===== config.mk =====
export PLATFORM = sky130hd
export DESIGN_NAME = emulation_stimulus_two_config
export DESIGN_NICKNAME = d
export VERILOG_FILES = /design/src/design/emu_stimulus_select_pkg.sv /design/src/design/stimulus_select_field_guard.sv /design/src/design/stimulus_select_line_engine.sv /design/src/design/emulation_stimulus_two_config.sv
export VERILOG_INCLUDE_DIRS = /design/src /design/src/design
export SDC_FILE = /design/constraint.sdc
export NUM_CORES = 1
export LEC_CHECK = 0
export ABC_AREA = 0
export BUFFER_PORTS_ARGS = -buffer_cell sky130_fd_sc_hd__buf_2
export CAP_MARGIN = 25
export CORE_MARGIN = 1.5
export CORE_UTILIZATION = 40
export DETAILED_ROUTE_END_ITERATION = 7
export PLACE_DENSITY = 0.74
export SLEW_MARGIN = 20
export SYNTH_ARGS = -nofsm -noshare
export SYNTH_HDL_FRONTEND = slang
export SYNTH_SLANG_ARGS = --single-unit

===== constraint.sdc =====
create_clock -name clk_i -period 3.15 [get_ports clk_i]
set_input_delay 0.315 -clock clk_i [delete_from_list [all_inputs] [get_ports clk_i]]
set_output_delay 0.315 -clock clk_i [all_outputs]
set_load 0.05 [all_outputs]

===== src/design/emu_stimulus_select_defines.svh =====
// Offsets, field positions, codes and reset values of the stimulus-two bank
// Included by the design modules and the bench
`ifndef EMU_STIMULUS_SELECT_DEFINES_SVH
`define EMU_STIMULUS_SELECT_DEFINES_SVH
`define IDX_RESPONSE 8'h36
`define IDX_THRESHOLD 8'h37
`define IDX_RATIO 8'h38
`define RST_RESPONSE 8'h09
`define RST_THRESHOLD 8'h00
`define RST_RATIO 8'h04
`define MAG_MSB 7
`define MAG_LSB 4
`define PUPD_MSB 5
`define PUPD_LSB 4
`define SEL_REMOVE 4'h0
`define SEL_VOLT_POS 4'h1
`define SEL_VOLT_NEG 4'h2
`define SEL_VOLT_BOTH 4'h3
`define SEL_RES_POS 4'h4
`define SEL_RSVD_A 4'h5
`define SEL_DIV_POS 4'h6
`define SEL_RES_NEG 4'h7
`define SEL_RSVD_B 4'h8
`define SEL_DIV_NEG 4'h9
`define SEL_SHORT 4'hA
`define SEL_RSVD_C 4'hB
`define SEL_DIV_BOTH 4'hC
`define SEL_RES_BOTH 4'hD
`define SEL_PD_CTRL_A 4'hE
`define SEL_PD_CTRL_B 4'hF
`define MAG_PULLDOWN 4'h0
`define MAG_RSVD 4'hF
`define TH_RSVD 4'hF
`define RATIO_RSVD 3'h7
`define STIM_VBUS_READY 3'h0
`define STIM_VBUS_PRESENT 3'h7
`endif


===== src/design/emu_stimulus_select_pkg.sv =====
// Types shared by the stimulus-two configuration bank
// Assumes the defines header is on the include path
`default_nettype none
package emu_stimulus_select_pkg;
  typedef enum logic [4:0] {
    KIND_NONE = 5'h01,
    KIND_VOLT = 5'h02,
    KIND_RES = 5'h04,
    KIND_DIV = 5'h08,
    KIND_SHORT = 5'h10
  } line_kind_t;
  typedef struct packed {
    logic [3:0] magnitude;
    logic [3:0] select;
  } response_t;
  typedef struct packed {
    response_t response;
    logic [1:0] pulldown_current;
    logic [3:0] threshold;
    logic [2:0] ratio;
  } profile_load_t;
  typedef struct packed {
    line_kind_t kind;
    logic [3:0] magnitude;
    logic reset_pulldown;
  } line_drive_t;
endpackage : emu_stimulus_select_pkg
`default_nettype wire


===== src/design/stimulus_select_field_guard.sv =====
// Next values of the three registers for a profile load
// Assumes a combinational caller that registers the result
`default_nettype none
`include "emu_stimulus_select_defines.svh"
module stimulus_select_field_guard
  import emu_stimulus_select_pkg::*;
(
  input wire profile_load_t cur_i,
  input wire profile_load_t new_i,
  input wire logic legacy_i,
  output profile_load_t next_o
);
  always_comb begin
    next_o = cur_i;
    if (!(new_i.response.select inside {`SEL_RSVD_A, `SEL_RSVD_B, `SEL_RSVD_C})) begin
      next_o.response.select = new_i.response.select;
    end
    if (new_i.response.magnitude != `MAG_RSVD) begin
      next_o.response.magnitude = new_i.response.magnitude;
    end
    if (!legacy_i) begin
      next_o.pulldown_current = new_i.pulldown_current;
      if (new_i.threshold != `TH_RSVD) begin
        next_o.threshold = new_i.threshold;
      end
    end
    if (legacy_i && new_i.ratio != `RATIO_RSVD) begin
      next_o.ratio = new_i.ratio;
    end
  end
endmodule : stimulus_select_field_guard
`default_nettype wire


===== src/design/stimulus_select_line_engine.sv =====
// Drive state of the positive (0) and negative (1) data output lines
// Assumes one-cycle apply and emulation-reset pulses on clk_i
`default_nettype none
`include "emu_stimulus_select_defines.svh"
module stimulus_select_line_engine
  import emu_stimulus_select_pkg::*;
(
  input wire logic clk_i,
  input wire logic rst_i,
  input wire logic apply_i,
  input wire logic emulation_reset_i,
  input wire response_t response_i,
  input wire logic [2:0] stimulus_select_i,
  output line_drive_t positive_line_out_o,
  output line_drive_t negative_line_out_o
);
  line_drive_t line_q [2];
  for (genvar l = 0; l < 2; l++) begin : g_line
    localparam logic [3:0] VOLT_ONE = (l == 0) ? `SEL_VOLT_POS : `SEL_VOLT_NEG;
    localparam logic [3:0] RES_ONE = (l == 0) ? `SEL_RES_POS : `SEL_RES_NEG;
    localparam logic [3:0] DIV_ONE = (l == 0) ? `SEL_DIV_POS : `SEL_DIV_NEG;
    line_kind_t hit;
    logic single;
    always_comb begin
      hit = KIND_NONE;
      single = response_i.select inside {VOLT_ONE, RES_ONE, DIV_ONE};
      case (response_i.select)
        VOLT_ONE, `SEL_VOLT_BOTH: hit = KIND_VOLT;
        RES_ONE, `SEL_RES_BOTH: hit = KIND_RES;
        DIV_ONE, `SEL_DIV_BOTH: hit = KIND_DIV;
        `SEL_SHORT: hit = KIND_SHORT;
        default: hit = KIND_NONE;
      endcase
    end
    always_ff @(posedge clk_i) begin
      if (rst_i) begin
        line_q[l] <= '{kind: KIND_NONE, magnitude: 4'h0, reset_pulldown: 1'b0};
      end else if (emulation_reset_i) begin
        line_q[l].kind <= KIND_NONE;
        line_q[l].reset_pulldown <= 1'b1;
      end else if (apply_i) begin
        case (response_i.select)
          `SEL_REMOVE: line_q[l].kind <= KIND_NONE;
          `SEL_PD_CTRL_A, `SEL_PD_CTRL_B: begin
            if (stimulus_select_i == `STIM_VBUS_PRESENT) begin
              line_q[l].reset_pulldown <= 1'b0;
            end
          end
          default: begin
            if (hit != KIND_NONE) begin
              line_q[l].kind <= hit;
              line_q[l].magnitude <= response_i.magnitude;
              if (single && !(stimulus_select_i == `STIM_VBUS_READY && line_q[l].kind == KIND_NONE)) begin
                line_q[l].reset_pulldown <= 1'b0;
              end
            end
          end
        endcase
      end
    end
  end
  assign positive_line_out_o = line_q[0];
  assign negative_line_out_o = line_q[1];
endmodule : stimulus_select_line_engine
`default_nettype wire


===== src/design/emulation_stimulus_two_config.sv =====
// Stimulus-two configuration bank of a preloaded charger emulation profile
// Assumes a classic Wishbone master on clk_i and profile loads from the same domain
`default_nettype none
`include "emu_stimulus_select_defines.svh"
module emulation_stimulus_two_config
  import emu_stimulus_select_pkg::*;
(
  input wire logic clk_i,
  input wire logic rst_i,
  input wire logic [9:0] adr_i,
  input wire logic [31:0] dat_i,
  output logic [31:0] dat_o,
  input wire logic we_i,
  input wire logic [3:0] sel_i,
  input wire logic cyc_i,
  input wire logic stb_i,
  output logic ack_o,
  input wire logic profile_load_i,
  input wire profile_load_t profile_data_i,
  input wire logic legacy_profile_i,
  input wire logic [2:0] stimulus_select_i,
  input wire logic emulation_reset_i,
  input wire logic response_apply_i,
  output line_drive_t positive_line_out_o,
  output line_drive_t negative_line_out_o,
  output logic [1:0] pulldown_current_o,
  output logic pulldown_current_valid_o,
  output logic [3:0] detect_threshold_o,
  output logic detect_threshold_valid_o,
  output logic [2:0] divider_ratio_o,
  output logic divider_ratio_valid_o
);

  // Register state
  response_t response_q;
  logic [1:0] pulldown_current_q;
  logic [3:0] detect_threshold_q;
  logic [2:0] divider_ratio_q;
  profile_load_t cur;
  profile_load_t next;
  logic ack_q;
  logic [31:0] dat_q;
  logic [7:0] rd_idx_q;
  logic [7:0] idx;
  logic req;
  logic sel_volt;
  logic sel_div;
  logic stim_vbus;

  assign cur = '{response: response_q, pulldown_current: pulldown_current_q,
                 threshold: detect_threshold_q, ratio: divider_ratio_q};

  // Refusal of reserved codes and profile-type gating
  stimulus_select_field_guard u_guard (
    .cur_i(cur),
    .new_i(profile_data_i),
    .legacy_i(legacy_profile_i),
    .next_o(next)
  );

  // Whole bank loads in one edge
  always_ff @(posedge clk_i) begin
    if (rst_i) begin
      response_q <= response_t'(`RST_RESPONSE);
      pulldown_current_q <= 2'(`RST_THRESHOLD >> `PUPD_LSB);
      detect_threshold_q <= 4'(`RST_THRESHOLD);
      divider_ratio_q <= 3'(`RST_RATIO);
    end else if (profile_load_i) begin
      response_q <= next.response;
      pulldown_current_q <= next.pulldown_current;
      detect_threshold_q <= next.threshold;
      divider_ratio_q <= next.ratio;
    end
  end

  // Line drive state
  stimulus_select_line_engine u_lines (
    .clk_i(clk_i),
    .rst_i(rst_i),
    .apply_i(response_apply_i),
    .emulation_reset_i(emulation_reset_i),
    .response_i(response_q),
    .stimulus_select_i(stimulus_select_i),
    .positive_line_out_o(positive_line_out_o),
    .negative_line_out_o(negative_line_out_o)
  );

  // Which settings are live for the analog side
  assign sel_volt = response_q.select inside {`SEL_VOLT_POS, `SEL_VOLT_NEG, `SEL_VOLT_BOTH};
  assign sel_div = response_q.select inside {`SEL_DIV_POS, `SEL_DIV_NEG, `SEL_DIV_BOTH};
  assign stim_vbus = stimulus_select_i inside {`STIM_VBUS_READY, `STIM_VBUS_PRESENT};

  assign pulldown_current_o = pulldown_current_q;
  assign pulldown_current_valid_o = sel_volt && response_q.magnitude == `MAG_PULLDOWN
                                    && !legacy_profile_i;
  assign detect_threshold_o = detect_threshold_q;
  assign detect_threshold_valid_o = !stim_vbus && !legacy_profile_i;
  assign divider_ratio_o = divider_ratio_q;
  assign divider_ratio_valid_o = sel_div && legacy_profile_i;

  // Wishbone slave: read-only bank, writes acked and dropped
  assign idx = adr_i[9:2];
  assign req = cyc_i && stb_i && !ack_q;

  always_ff @(posedge clk_i) begin
    if (rst_i) begin
      ack_q <= 1'b0;
    end else begin
      ack_q <= req;
    end
  end

  always_ff @(posedge clk_i) begin
    if (rst_i) begin
      dat_q <= 32'h0000_0000;
      rd_idx_q <= 8'h00;
    end else if (req) begin
      rd_idx_q <= idx;
      case (idx)
        `IDX_RESPONSE: dat_q <= {24'h00_0000, response_q};
        `IDX_THRESHOLD: dat_q <= {26'h000_0000, pulldown_current_q, detect_threshold_q};
        `IDX_RATIO: dat_q <= {29'h000_0000, divider_ratio_q};
        default: dat_q <= 32'h0000_0000;
      endcase
    end
  end

  assign ack_o = ack_q;
  assign dat_o = dat_q;

  logic plain_apply;
  assign plain_apply = response_apply_i && !emulation_reset_i;
endmodule : emulation_stimulus_two_config
`default_nettype wire


==> key figures, run 1 <==
Layout
  – Share of layout cells above drive strength 1: 29.69%
  – Fin util: 47.21%
  – FF+latch area: 1121 um^2
  – Cell Count, Final, Fillers Out: 395
  – Nets@finish: 394
  – Final Instance Area: 2795 um^2
  – FILL cells: 584
  – N_diodes: 0
  – Layout area overhead: 13.69%
  – Multi-input logic area: 1075 um^2

Floorplan
  – Initial Utilization: 41.53%
  – Placement row count: 28
  – Die W: 81.40 um
  – Die area: 6626 um^2
  – Core area: 5921 um^2
  – Die Y: 81.40 um
  – # IOs: 140

Worst setup path
  – Crit-path slowest cell: dfxtp_1
  – Crit-path max FO: 15
  – Setup Crit Path Kind: reg -> out
  – Reg2Reg Depth: 4
  – CP endpoint kind: output port
  – Critical path, cell by cell: nand2b_1 > o22ai_1 > and2_1 > buf_2
  – Reg2reg start: cur[9]$_SDFFE_PP1P_
  – Crit start category: flop
  – Max incr delay on CP: 0.70 ns
  – Crit path required time: 2.83 ns
  – CP arrival: 1.89 ns
  – Reg2reg end: u_lines.line_q[0][0]$_SDFFCE_PP0P_
  – Register-to-Register Setup Slack: 1.19 ns

Clock network
  – Clock Pin Slew Worst Setup and Hold Paths: 0.08 ns
  – Root Buffer Master: clkbuf_8
  – H-tree Lvls: 2
  – Post-CTS Setup Inserts: 0
  – Resized cells post-CTS: 0
  – Bufs on Longest Clock Path: 2
  – CTS tree: built
  – Cts bufs inserted: 5
  – Hold_buf cts: 0
  – Sink Count: 46
  – Worst-Skew Late Latency: 0.29 ns

Logic synthesis
  – Async SR Flop Fraction: 0%
  – FF+latch count, synth: 46
  – Syn avg cell area: 9.493 um^2
  – Most common cell in the netlist: nor2_1
  – Register area share after synthesis: 45.60%
  – Yosys top cell by area: edfxtp_1
  – Ys flop type: dfxtp_1
  – Count of cell types in the netlist: 50
  – Post-Synthesis Cells: 259
  – Synth area leaders: edfxtp_1, dfxtp_1, buf_4, nor2_1, mux2i_1
  – Post-synth top cells: nor2_1, buf_4, dfxtp_1
  – Largest family of logic cells by synthesized area: simple AND/OR/NAND/NOR gates
  – Mux contribution to synthesized area: 4.173%
  – Post-Syn Area: 2459 um^2
  – Synth Area in Adders: 0%
  – Top cell type's share of synthesized area: 24.43%
  – Synth warn: 0
  – Post-synth EDFFs: 20
  – XOR/XNOR Fraction of Synth Area: 1.069%
  – Synth Area in Simple Gates: 20.92%
  – Synth Area in Compound Gates: 13.89%

STA
  – Final setup viols: 0
  – Final period utilization: 70.13%
  – Rel. slew slack: 58.70%
  – Final Hold Slack: 0.2473 ns
  – Fmax: 452.7 MHz
  – Fin Clk Skew: 0.004250 ns
  – Final TNS setup: 0 ns
  – Worst-Margin Slew: 0.6195 ns
  – Fin. max-slew vios: 0
  – Final min period: 2.209 ns
  – Final hold violation count: 0
  – RSZ-0062 raised after global routing: no

Power and ir drop
  – PwrDens: 489.4 nW/um^2
  – Pleak: 0.001263 uW
  – VDD IR max: 0.2040 mV

Routing
  – DRT iter0 DRCs: 138
  – Via count: 1951
  – DRC Markers: 0
  – Routed WL per cell: 13.00 um
  – Wirelength, routed: 5134 um
  – DRT antenna net count: 0
  – TritonRoute pass-1 iters: 4
  – Vias per cell: 4.939

Global routing
  – Vias in the first global route: 1708
  – Antenna violations before repair: 0
  – First-pass GRT wire length: 7976 um
  – GRT overflow: 0
  – Global Route Usage Sum: 15.99%
  – Pin count of the biggest net entering global routing: 36

Placed design
  – Placed cells: 387
  – HPWL Detailed: 3913 um
  – DP Area: 2711 um^2
  – RD Place Congestion: 0.8293
  – # port buffers: 76

Min path
  – Min-delay src: profile_data_i[7]
  – Hold Crit Depth: 3
  – Worst Hold Class: in -> reg
  – Hold endpoint: pulldown_current_o[0]$_SDFFE_PP0P_

Job
  – Max cap viols: 0

Run status
  – Status: finished, final reports clean
## registers in the layout, summed over array words and instances (netlist names)
name / flops
pulldown_current_o: 2
dat_o: 8
ack_o: 1
divider_ratio_o: 3
cur: 8
detect_threshold_o: 4
u_lines.line_q: 20
## placed cells by master (no fill, tap or decap), types with 4 or more instances in the layout
cell	synthesis	final
mux2i_1	8	8
a22oi_1	6	6
inv_1	10	10
buf_2	3	76
edfxtp_1	20	20
nor2_1	37	37
nand3_1	5	5
nand2b_1	7	7
conb_1	1	24
nor3_1	12	12
a21oi_1	8	8
clkbuf_8	0	5
nand2_1	10	10
dfxtp_1	26	26
and2_1	4	4
## power breakdown
part,internal (uW),switching [uW],total [uW]
Sequential,652,29.6,682
Clock,161,195,356
Combinational,82.8,247,330
Total,896,472,1370
## critical path, delay by kind of cell, from the launching register on
kind / cells / cell delay (ns)
compound gates: 1 / 0.24
simple gates: 2 / 0.40
flops: 1 / 0.70
buf+inv: 1 / 0.25
## cell type report
cell class	count	area share, %
Sequential cell	46	40.11
Multi-Input combinational cell	179	38.45
Timing Repair Buffer	76	13.61
Tap cell	75	3.357
Clock buffer	7	2.775
Inverter	11	1.477
Clock inverter	1	0.2238
## kinds of logic after synthesis
family | Yosys count
AOI/OAI and AO/OA | 43
xor gates and xnor gates | 3
buffers and inverters | 57
DFF | 46
muxes | 10
other | 1
and+or+nand+nor | 99
## stage by stage
stage	worst slack, ns	power [uW]
finish	0.9409	1368
global route	0.8300	1433
CTS	0.9598	1376
detailed placement	1.223	1024
global placement	1.217	1020
floorplan	0.6767	983.4
## how the worst max path moves through the flow
stage / cells after the start / from / endpoint
6_report: 4 / cur[12]$_SDFFE_PP1P_ / divider_ratio_valid_o
5_1_grt: 4 / cur[12]$_SDFFE_PP1P_ / divider_ratio_valid_o
4_1_cts: 4 / cur[12]$_SDFFE_PP1P_ / divider_ratio_valid_o
3_5_place_dp: 4 / cur[9]$_SDFFE_PP1P_ / u_lines.line_q[0][0]$_SDFFCE_PP0P_
3_3_place_gp: 4 / cur[9]$_SDFFE_PP1P_ / u_lines.line_q[0][0]$_SDFFCE_PP0P_
2_1_floorplan: 3 / cur[10]$_SDFFE_PP0P_ / pulldown_current_valid_o
## metal layers
metal	part of all wire (%)	track usage, %	vias up
li1	-	-	984
met1	46	20.57	889
met2	47	26.36	72
met3	6.2	4.045	6
met4	1.2	4.655	0
met5	0	0	-
No activity file was read; power rests on OpenSTA's default activity.
==> inputs of run 2 (changes only) <==
--- a/config.mk
+++ b/config.mk
@@ -12,7 +12,7 @@
 export CORE_MARGIN = 1.5
 export CORE_UTILIZATION = 40
 export DETAILED_ROUTE_END_ITERATION = 7
-export PLACE_DENSITY = 0.74
+export PLACE_DENSITY = 0.77
 export SLEW_MARGIN = 20
 export SYNTH_ARGS = -nofsm -noshare
 export SYNTH_HDL_FRONTEND = slang
==> constraint.sdc (replaced) <==
create_clock -name clk_i -period 1.9 [get_ports clk_i]
set_input_delay 0.19 -clock clk_i [delete_from_list [all_inputs] [get_ports clk_i]]
set_output_delay 0.19 -clock clk_i [all_outputs]
set_load 0.05 [all_outputs]
==> run 2 against run 1 <==
Against the previous run:
- clock skew about the same
- power up 76%
- wire length up 1.9%
- clock-buffer cell count unchanged
- die area unchanged
- sequential cell count is the same
- largest cell class unchanged
- largest power group unchanged
==> key figures, run 2 (same netlist as run 1, synthesis figures left out) <==
Worst setup path
  – Crit-path slowest cell: dfxtp_1
  – Crit-path max FO: 9
  – Crit start category: flop
  – Reg2Reg Depth: 5
  – Reg2reg end: u_lines.line_q[1][5]$_SDFFCE_PN1P_
  – CP endpoint kind: output port
  – Crit path launch: cur[11]$_SDFFE_PP0P_
  – Crit path required time: 1.71 ns
  – Worst Setup EP: divider_ratio_valid_o
  – CP arrival: 1.61 ns
  – Register-to-Register Setup Slack: 0.19 ns
  – Max incr delay on CP: 0.53 ns
  – Reg2reg start: cur[11]$_SDFFE_PP0P_
  – Critical path, cell by cell: buf_4 > nand2b_1 > o22ai_2 > and2_1 > clkbuf_4
  – Setup Crit Path Kind: reg -> out

Routing
  – Metal3 WL: 444 um
  – DRC Markers: 0
  – Via count: 2011
  – Metal2 WL: 2556 um
  – Top sig layer: met4
  – DRT antenna net count: 0
  – Vias per cell: 5.002
  – Wirelength, routed: 5234 um
  – TritonRoute pass-1 iters: 5
  – DRT iter0 DRCs: 86
  – Routed WL per cell: 13.02 um
  – Routed metal-1 wirelength: 2207 um

STA
  – Fmax: 554.1 MHz
  – Final hold violation count: 0
  – Rel. slew slack: 58.91%
  – Final Hold Slack: 0.1324 ns
  – Worst-Margin Slew: 0.6116 ns
  – Final setup viols: 0
  – Fin. max-slew vios: 0
  – Fin Clk Skew: 0.004047 ns
  – Final period utilization: 94.98%
  – Final min period: 1.805 ns

Layout
  – Nets@finish: 401
  – Final Instance Area: 2894 um^2
  – Layout area overhead: 17.71%
  – Most flops, register: u_lines.line_q
  – Cell Count, Final, Fillers Out: 402
  – Share of layout cells above drive strength 1: 32.11%
  – Most frequent cells in the layout: buf_2, nor2_1, dfxtp_1
  – N_diodes: 0
  – Most common cell after layout, fill and taps aside: buf_2
  – Largest register FFs: 20

Placed design
  – RD Place Congestion: 0.8905
  – DP Area: 2770 um^2
  – Placed cells: 394
  – # port buffers: 76
  – HPWL Detailed: 4112 um

Clock network
  – Root Buffer Master: clkbuf_8
  – H-tree Lvls: 2
  – CTS tree: built
  – Clock Pin Slew Worst Setup and Hold Paths: 0.08 ns
  – Cts bufs inserted: 5
  – Worst-Skew Late Latency: 0.29 ns
  – Sink Count: 46
  – Bufs on Longest Clock Path: 2

Power and ir drop
  – PwrDens: 831.3 nW/um^2
  – VDD IR max: 0.3844 mV
  – Pleak: 0.001310 uW

Global routing
  – Antenna violations before repair: 0
  – First-pass GRT wire length: 7976 um
  – Pin count of the biggest net entering global routing: 33
  – Vias in the first global route: 1771
  – Global Route Usage Sum: 15.88%
  – GRT overflow: 0

Floorplan
  – # IOs: 140
  – Placement row count: 28
  – Initial Utilization: 41.53%
  – Die area: 6626 um^2
  – Core area: 5921 um^2
  – Die Y: 81.40 um
  – Die W: 81.40 um

Min path
  – Hold Crit Depth: 3
  – Worst Hold Class: in -> reg

Job
  – Max cap viols: 0

Run status
  – Status: finished, final reports clean
run 2: worst max-delay path, delay by kind of cell (launching register included):
kind	cells	cell delay [ns]
DFF	1	0.53
and+or+nand+nor	2	0.24
AOI/OAI and AO/OA	1	0.13
buffers and inverters	2	0.43
run 2: cell type report:
class	instances	area (um^2)
Multi-Input combinational cell	179	1095
Sequential cell	46	1122
Clock inverter	1	30.03
Tap cell	75	93.84
Clock buffer	7	76.32
Fill cell	571	3027
Inverter	11	41.29
Timing Repair Buffer	83	435.4
run 2: per-layer routing:
layer	track usage [%]	up-vias
li1	-	999
met1	19.82	915
met2	26.28	93
met3	5.393	4
met4	3.793	0
met5	0	-
run 2: worst min path at each step:
stage                                              end  slack (ns)          startpoint
CTS                 pulldown_current_o[1]$_SDFFE_PP0P_        0.13   profile_data_i[8]
global placement    pulldown_current_o[1]$_SDFFE_PP0P_        0.42   profile_data_i[8]
finish              pulldown_current_o[1]$_SDFFE_PP0P_        0.13   profile_data_i[8]
global route        pulldown_current_o[1]$_SDFFE_PP0P_        0.14   profile_data_i[8]
detailed placement  pulldown_current_o[1]$_SDFFE_PP0P_        0.43   profile_data_i[8]
floorplan                         cur[12]$_SDFFE_PP1P_        0.31  profile_data_i[12]
run 2: timing repair:
item / in CTS / in global routing
resized for setup: 0 / 4
endpoints found under the setup margin: 0 / 1
setup buffers: 0 / 0
hold buffers: 0 / 0
run 2: power breakdown:
part / switching (uW) / internal [uW] / total (uW) / leakage, uW
Combinational: 429 / 155 / 585 / 0.000832
Clock: 309 / 394 / 703 / 0.0000524
Sequential: 36.8 / 1080 / 1120 / 0.000425
Total: 776 / 1630 / 2410 / 0.00131
run 2: metrics by stage:
stage,utilization (%),total power [uW],setup TNS (ns),setup WS (ns)
finish,48.88,2406,0,0.09542
global route,48.88,2511,-0.0002369,-0.0002369
CTS,48.58,2412,0,0.006166
detailed placement,46.79,1717,0,0.2062
global placement,46.79,1708,0,0.1847
floorplan,-,1632,0,0.1210
==> inputs of run 3 (changes only) <==
--- a/config.mk
+++ b/config.mk
@@ -11,6 +11,7 @@
 export CAP_MARGIN = 25
 export CORE_MARGIN = 1.5
 export CORE_UTILIZATION = 40
+export CTS_BUF_LIST = sky130_fd_sc_hd__clkbuf_4
 export DETAILED_ROUTE_END_ITERATION = 7
 export PLACE_DENSITY = 0.77
 export SLEW_MARGIN = 20
==> run 3 against run 2 <==
Against the previous run:
- combinational power hardly changed
- fmax rose by 1.0%
- sequential cell count unchanged
- wire length about the same
- cell area shrank 0.52%
- clock-buffer cell count unchanged
- critical path depth fell by 1
- worst setup slack better by 0.018 ns
- via count barely moved
- power is 3.8% lower
- largest power group unchanged
==> key figures, run 3 (same netlist as run 1, synthesis figures left out) <==
Power and ir drop
  – Pleak: 0.001302 uW
  – PwrDens: 803.7 nW/um^2
  – VDD IR max: 0.3838 mV

STA
  – Fmax: 559.7 MHz
  – Rel. slew slack: 59.45%
  – Final period utilization: 94.03%
  – Fin. max-slew vios: 0
  – Final worst setup slack: 0.1134 ns
  – RSZ-0062 raised after global routing: no
  – Fin Clk Skew: 0.001711 ns
  – Final min period: 1.787 ns
  – Worst-Margin Slew: 0.6036 ns
  – Final hold violation count: 0
  – Final setup viols: 0
  – Final TNS setup: 0 ns

Layout
  – Nets@finish: 401
  – Most frequent cells in the layout: buf_2, nor2_1, conb_1
  – Largest register FFs: 20
  – Fin util: 48.63%
  – Layout area overhead: 17.10%
  – Most flops, register: u_lines.line_q
  – Final Instance Area: 2879 um^2
  – N_diodes: 0
  – Most common cell after layout, fill and taps aside: buf_2
  – Share of layout cells above drive strength 1: 33.94%

Floorplan
  – # IOs: 140
  – Placement row count: 28
  – Die Y: 81.40 um
  – Initial Utilization: 41.53%
  – Die W: 81.40 um
  – Core area: 5921 um^2
  – Die area: 6626 um^2

Clock network
  – H-tree Lvls: 2
  – Root Buffer Master: clkbuf_4
  – Clock Pin Slew Worst Setup and Hold Paths: 0.12 ns
  – Worst-Skew Late Latency: 0.35 ns
  – CTS tree: built
  – Cts bufs inserted: 5
  – Bufs on Longest Clock Path: 2
  – Sink Count: 46

Routing
  – Wirelength, routed: 5235 um
  – DRT antenna net count: 0
  – Vias per cell: 5.007
  – Top sig layer: met4
  – TritonRoute pass-1 iters: 4
  – Metal3 WL: 438 um
  – Metal2 WL: 2525 um
  – Via count: 2013
  – DRC Markers: 0
  – DRT iter0 DRCs: 115
  – Routed WL per cell: 13.02 um
  – Routed metal-1 wirelength: 2216 um

Placed design
  – RD Place Congestion: 0.8905
  – DP Area: 2770 um^2
  – # port buffers: 76
  – Placement Setup Slack: 0.2062 ns
  – HPWL Detailed: 4112 um

Worst setup path
  – CP endpoint kind: output port
  – Crit start category: flop
  – Reg2reg end: u_lines.line_q[0][0]$_SDFFCE_PP0P_
  – CP arrival: 1.60 ns
  – Crit-path max FO: 5
  – Reg2reg start: cur[9]$_SDFFE_PP1P_
  – Crit path required time: 1.71 ns
  – Setup Crit Path Kind: reg -> out
  – Register-to-Register Setup Slack: 0.26 ns
  – Reg2Reg Depth: 5

Global routing
  – First-pass GRT wire length: 7962 um
  – Pin count of the biggest net entering global routing: 33
  – Global Route Usage Sum: 15.82%
  – Vias in the first global route: 1756
  – Antenna violations before repair: 0
  – GRT overflow: 0

Min path
  – Worst Hold Class: in -> reg
  – Hold endpoint: pulldown_current_o[1]$_SDFFE_PP0P_
  – Min-delay src: profile_data_i[8]
  – Hold Crit Depth: 3

Job
  – Max cap viols: 0

Run status
  – Status: finished, final reports clean
==> run 3: power by group <==
group,switching (uW),total [uW],internal [uW]
clock,301,609,308
combinational,429,585,156
sequential,36.7,1120,1080
==> run 3: through the flow <==
stage | hold WS (ns) | total power (uW) | cells
6_report | 0.06138 | 2314 | 402
5_1_grt | 0.06233 | 2414 | 402
4_1_cts | 0.04954 | 2320 | 402
3_5_place_dp | 0.4315 | 1717 | 394
3_3_place_gp | 0.4240 | 1708 | 394
2_1_floorplan | 0.3130 | 1632 | 282
==> run 3: timing repair <==
action / 4_1_cts / 5_1_grt
hold buffers: 0 / 0
gates resized for setup: 2 / 8
buffers inserted: 0 / 0
setup endpoints to repair: 1 / 2
==> run 3: area by class of cell <==
cell class	instances	area, um^2
Fill cell	576	3042
Inverter	11	41.29
Multi-Input combinational cell	179	1095
Timing Repair Buffer	83	437.9
Tap cell	75	93.84
Clock buffer	7	52.55
Clock inverter	1	30.03
Sequential cell	46	1129
==> run 3: worst max-delay path, cell delays in order, from the launching register on <==
cell and delay (ns):
dfxtp_1 0.37, nor4_1 0.23, o21ai_0 0.13, nor4_2 0.21, clkbuf_4 0.30
==> run 3: how the worst max path moves through the flow <==
stage	from	end	slack, ns	cells past startpoint
global placement	cur[11]$_SDFFE_PP0P_	u_lines.line_q[0][0]$_SDFFCE_PP0P_	0.18	4
global route	cur[13]$_SDFFE_PP0P_	pulldown_current_valid_o	0.008	4
CTS	cur[10]$_SDFFE_PP0P_	divider_ratio_valid_o	0.02	5
finish	cur[13]$_SDFFE_PP0P_	pulldown_current_valid_o	0.11	4
floorplan	cur[10]$_SDFFE_PP0P_	pulldown_current_valid_o	0.12	3
detailed placement	cur[11]$_SDFFE_PP0P_	u_lines.line_q[0][0]$_SDFFCE_PP0P_	0.21	4
==> run 3: routing by layer <==
layer,vias to the layer above,track usage [%]
met5,-,0
met4,0,4.828
met3,6,4.719
met2,99,25.87
met1,911,20.01
li1,997,-
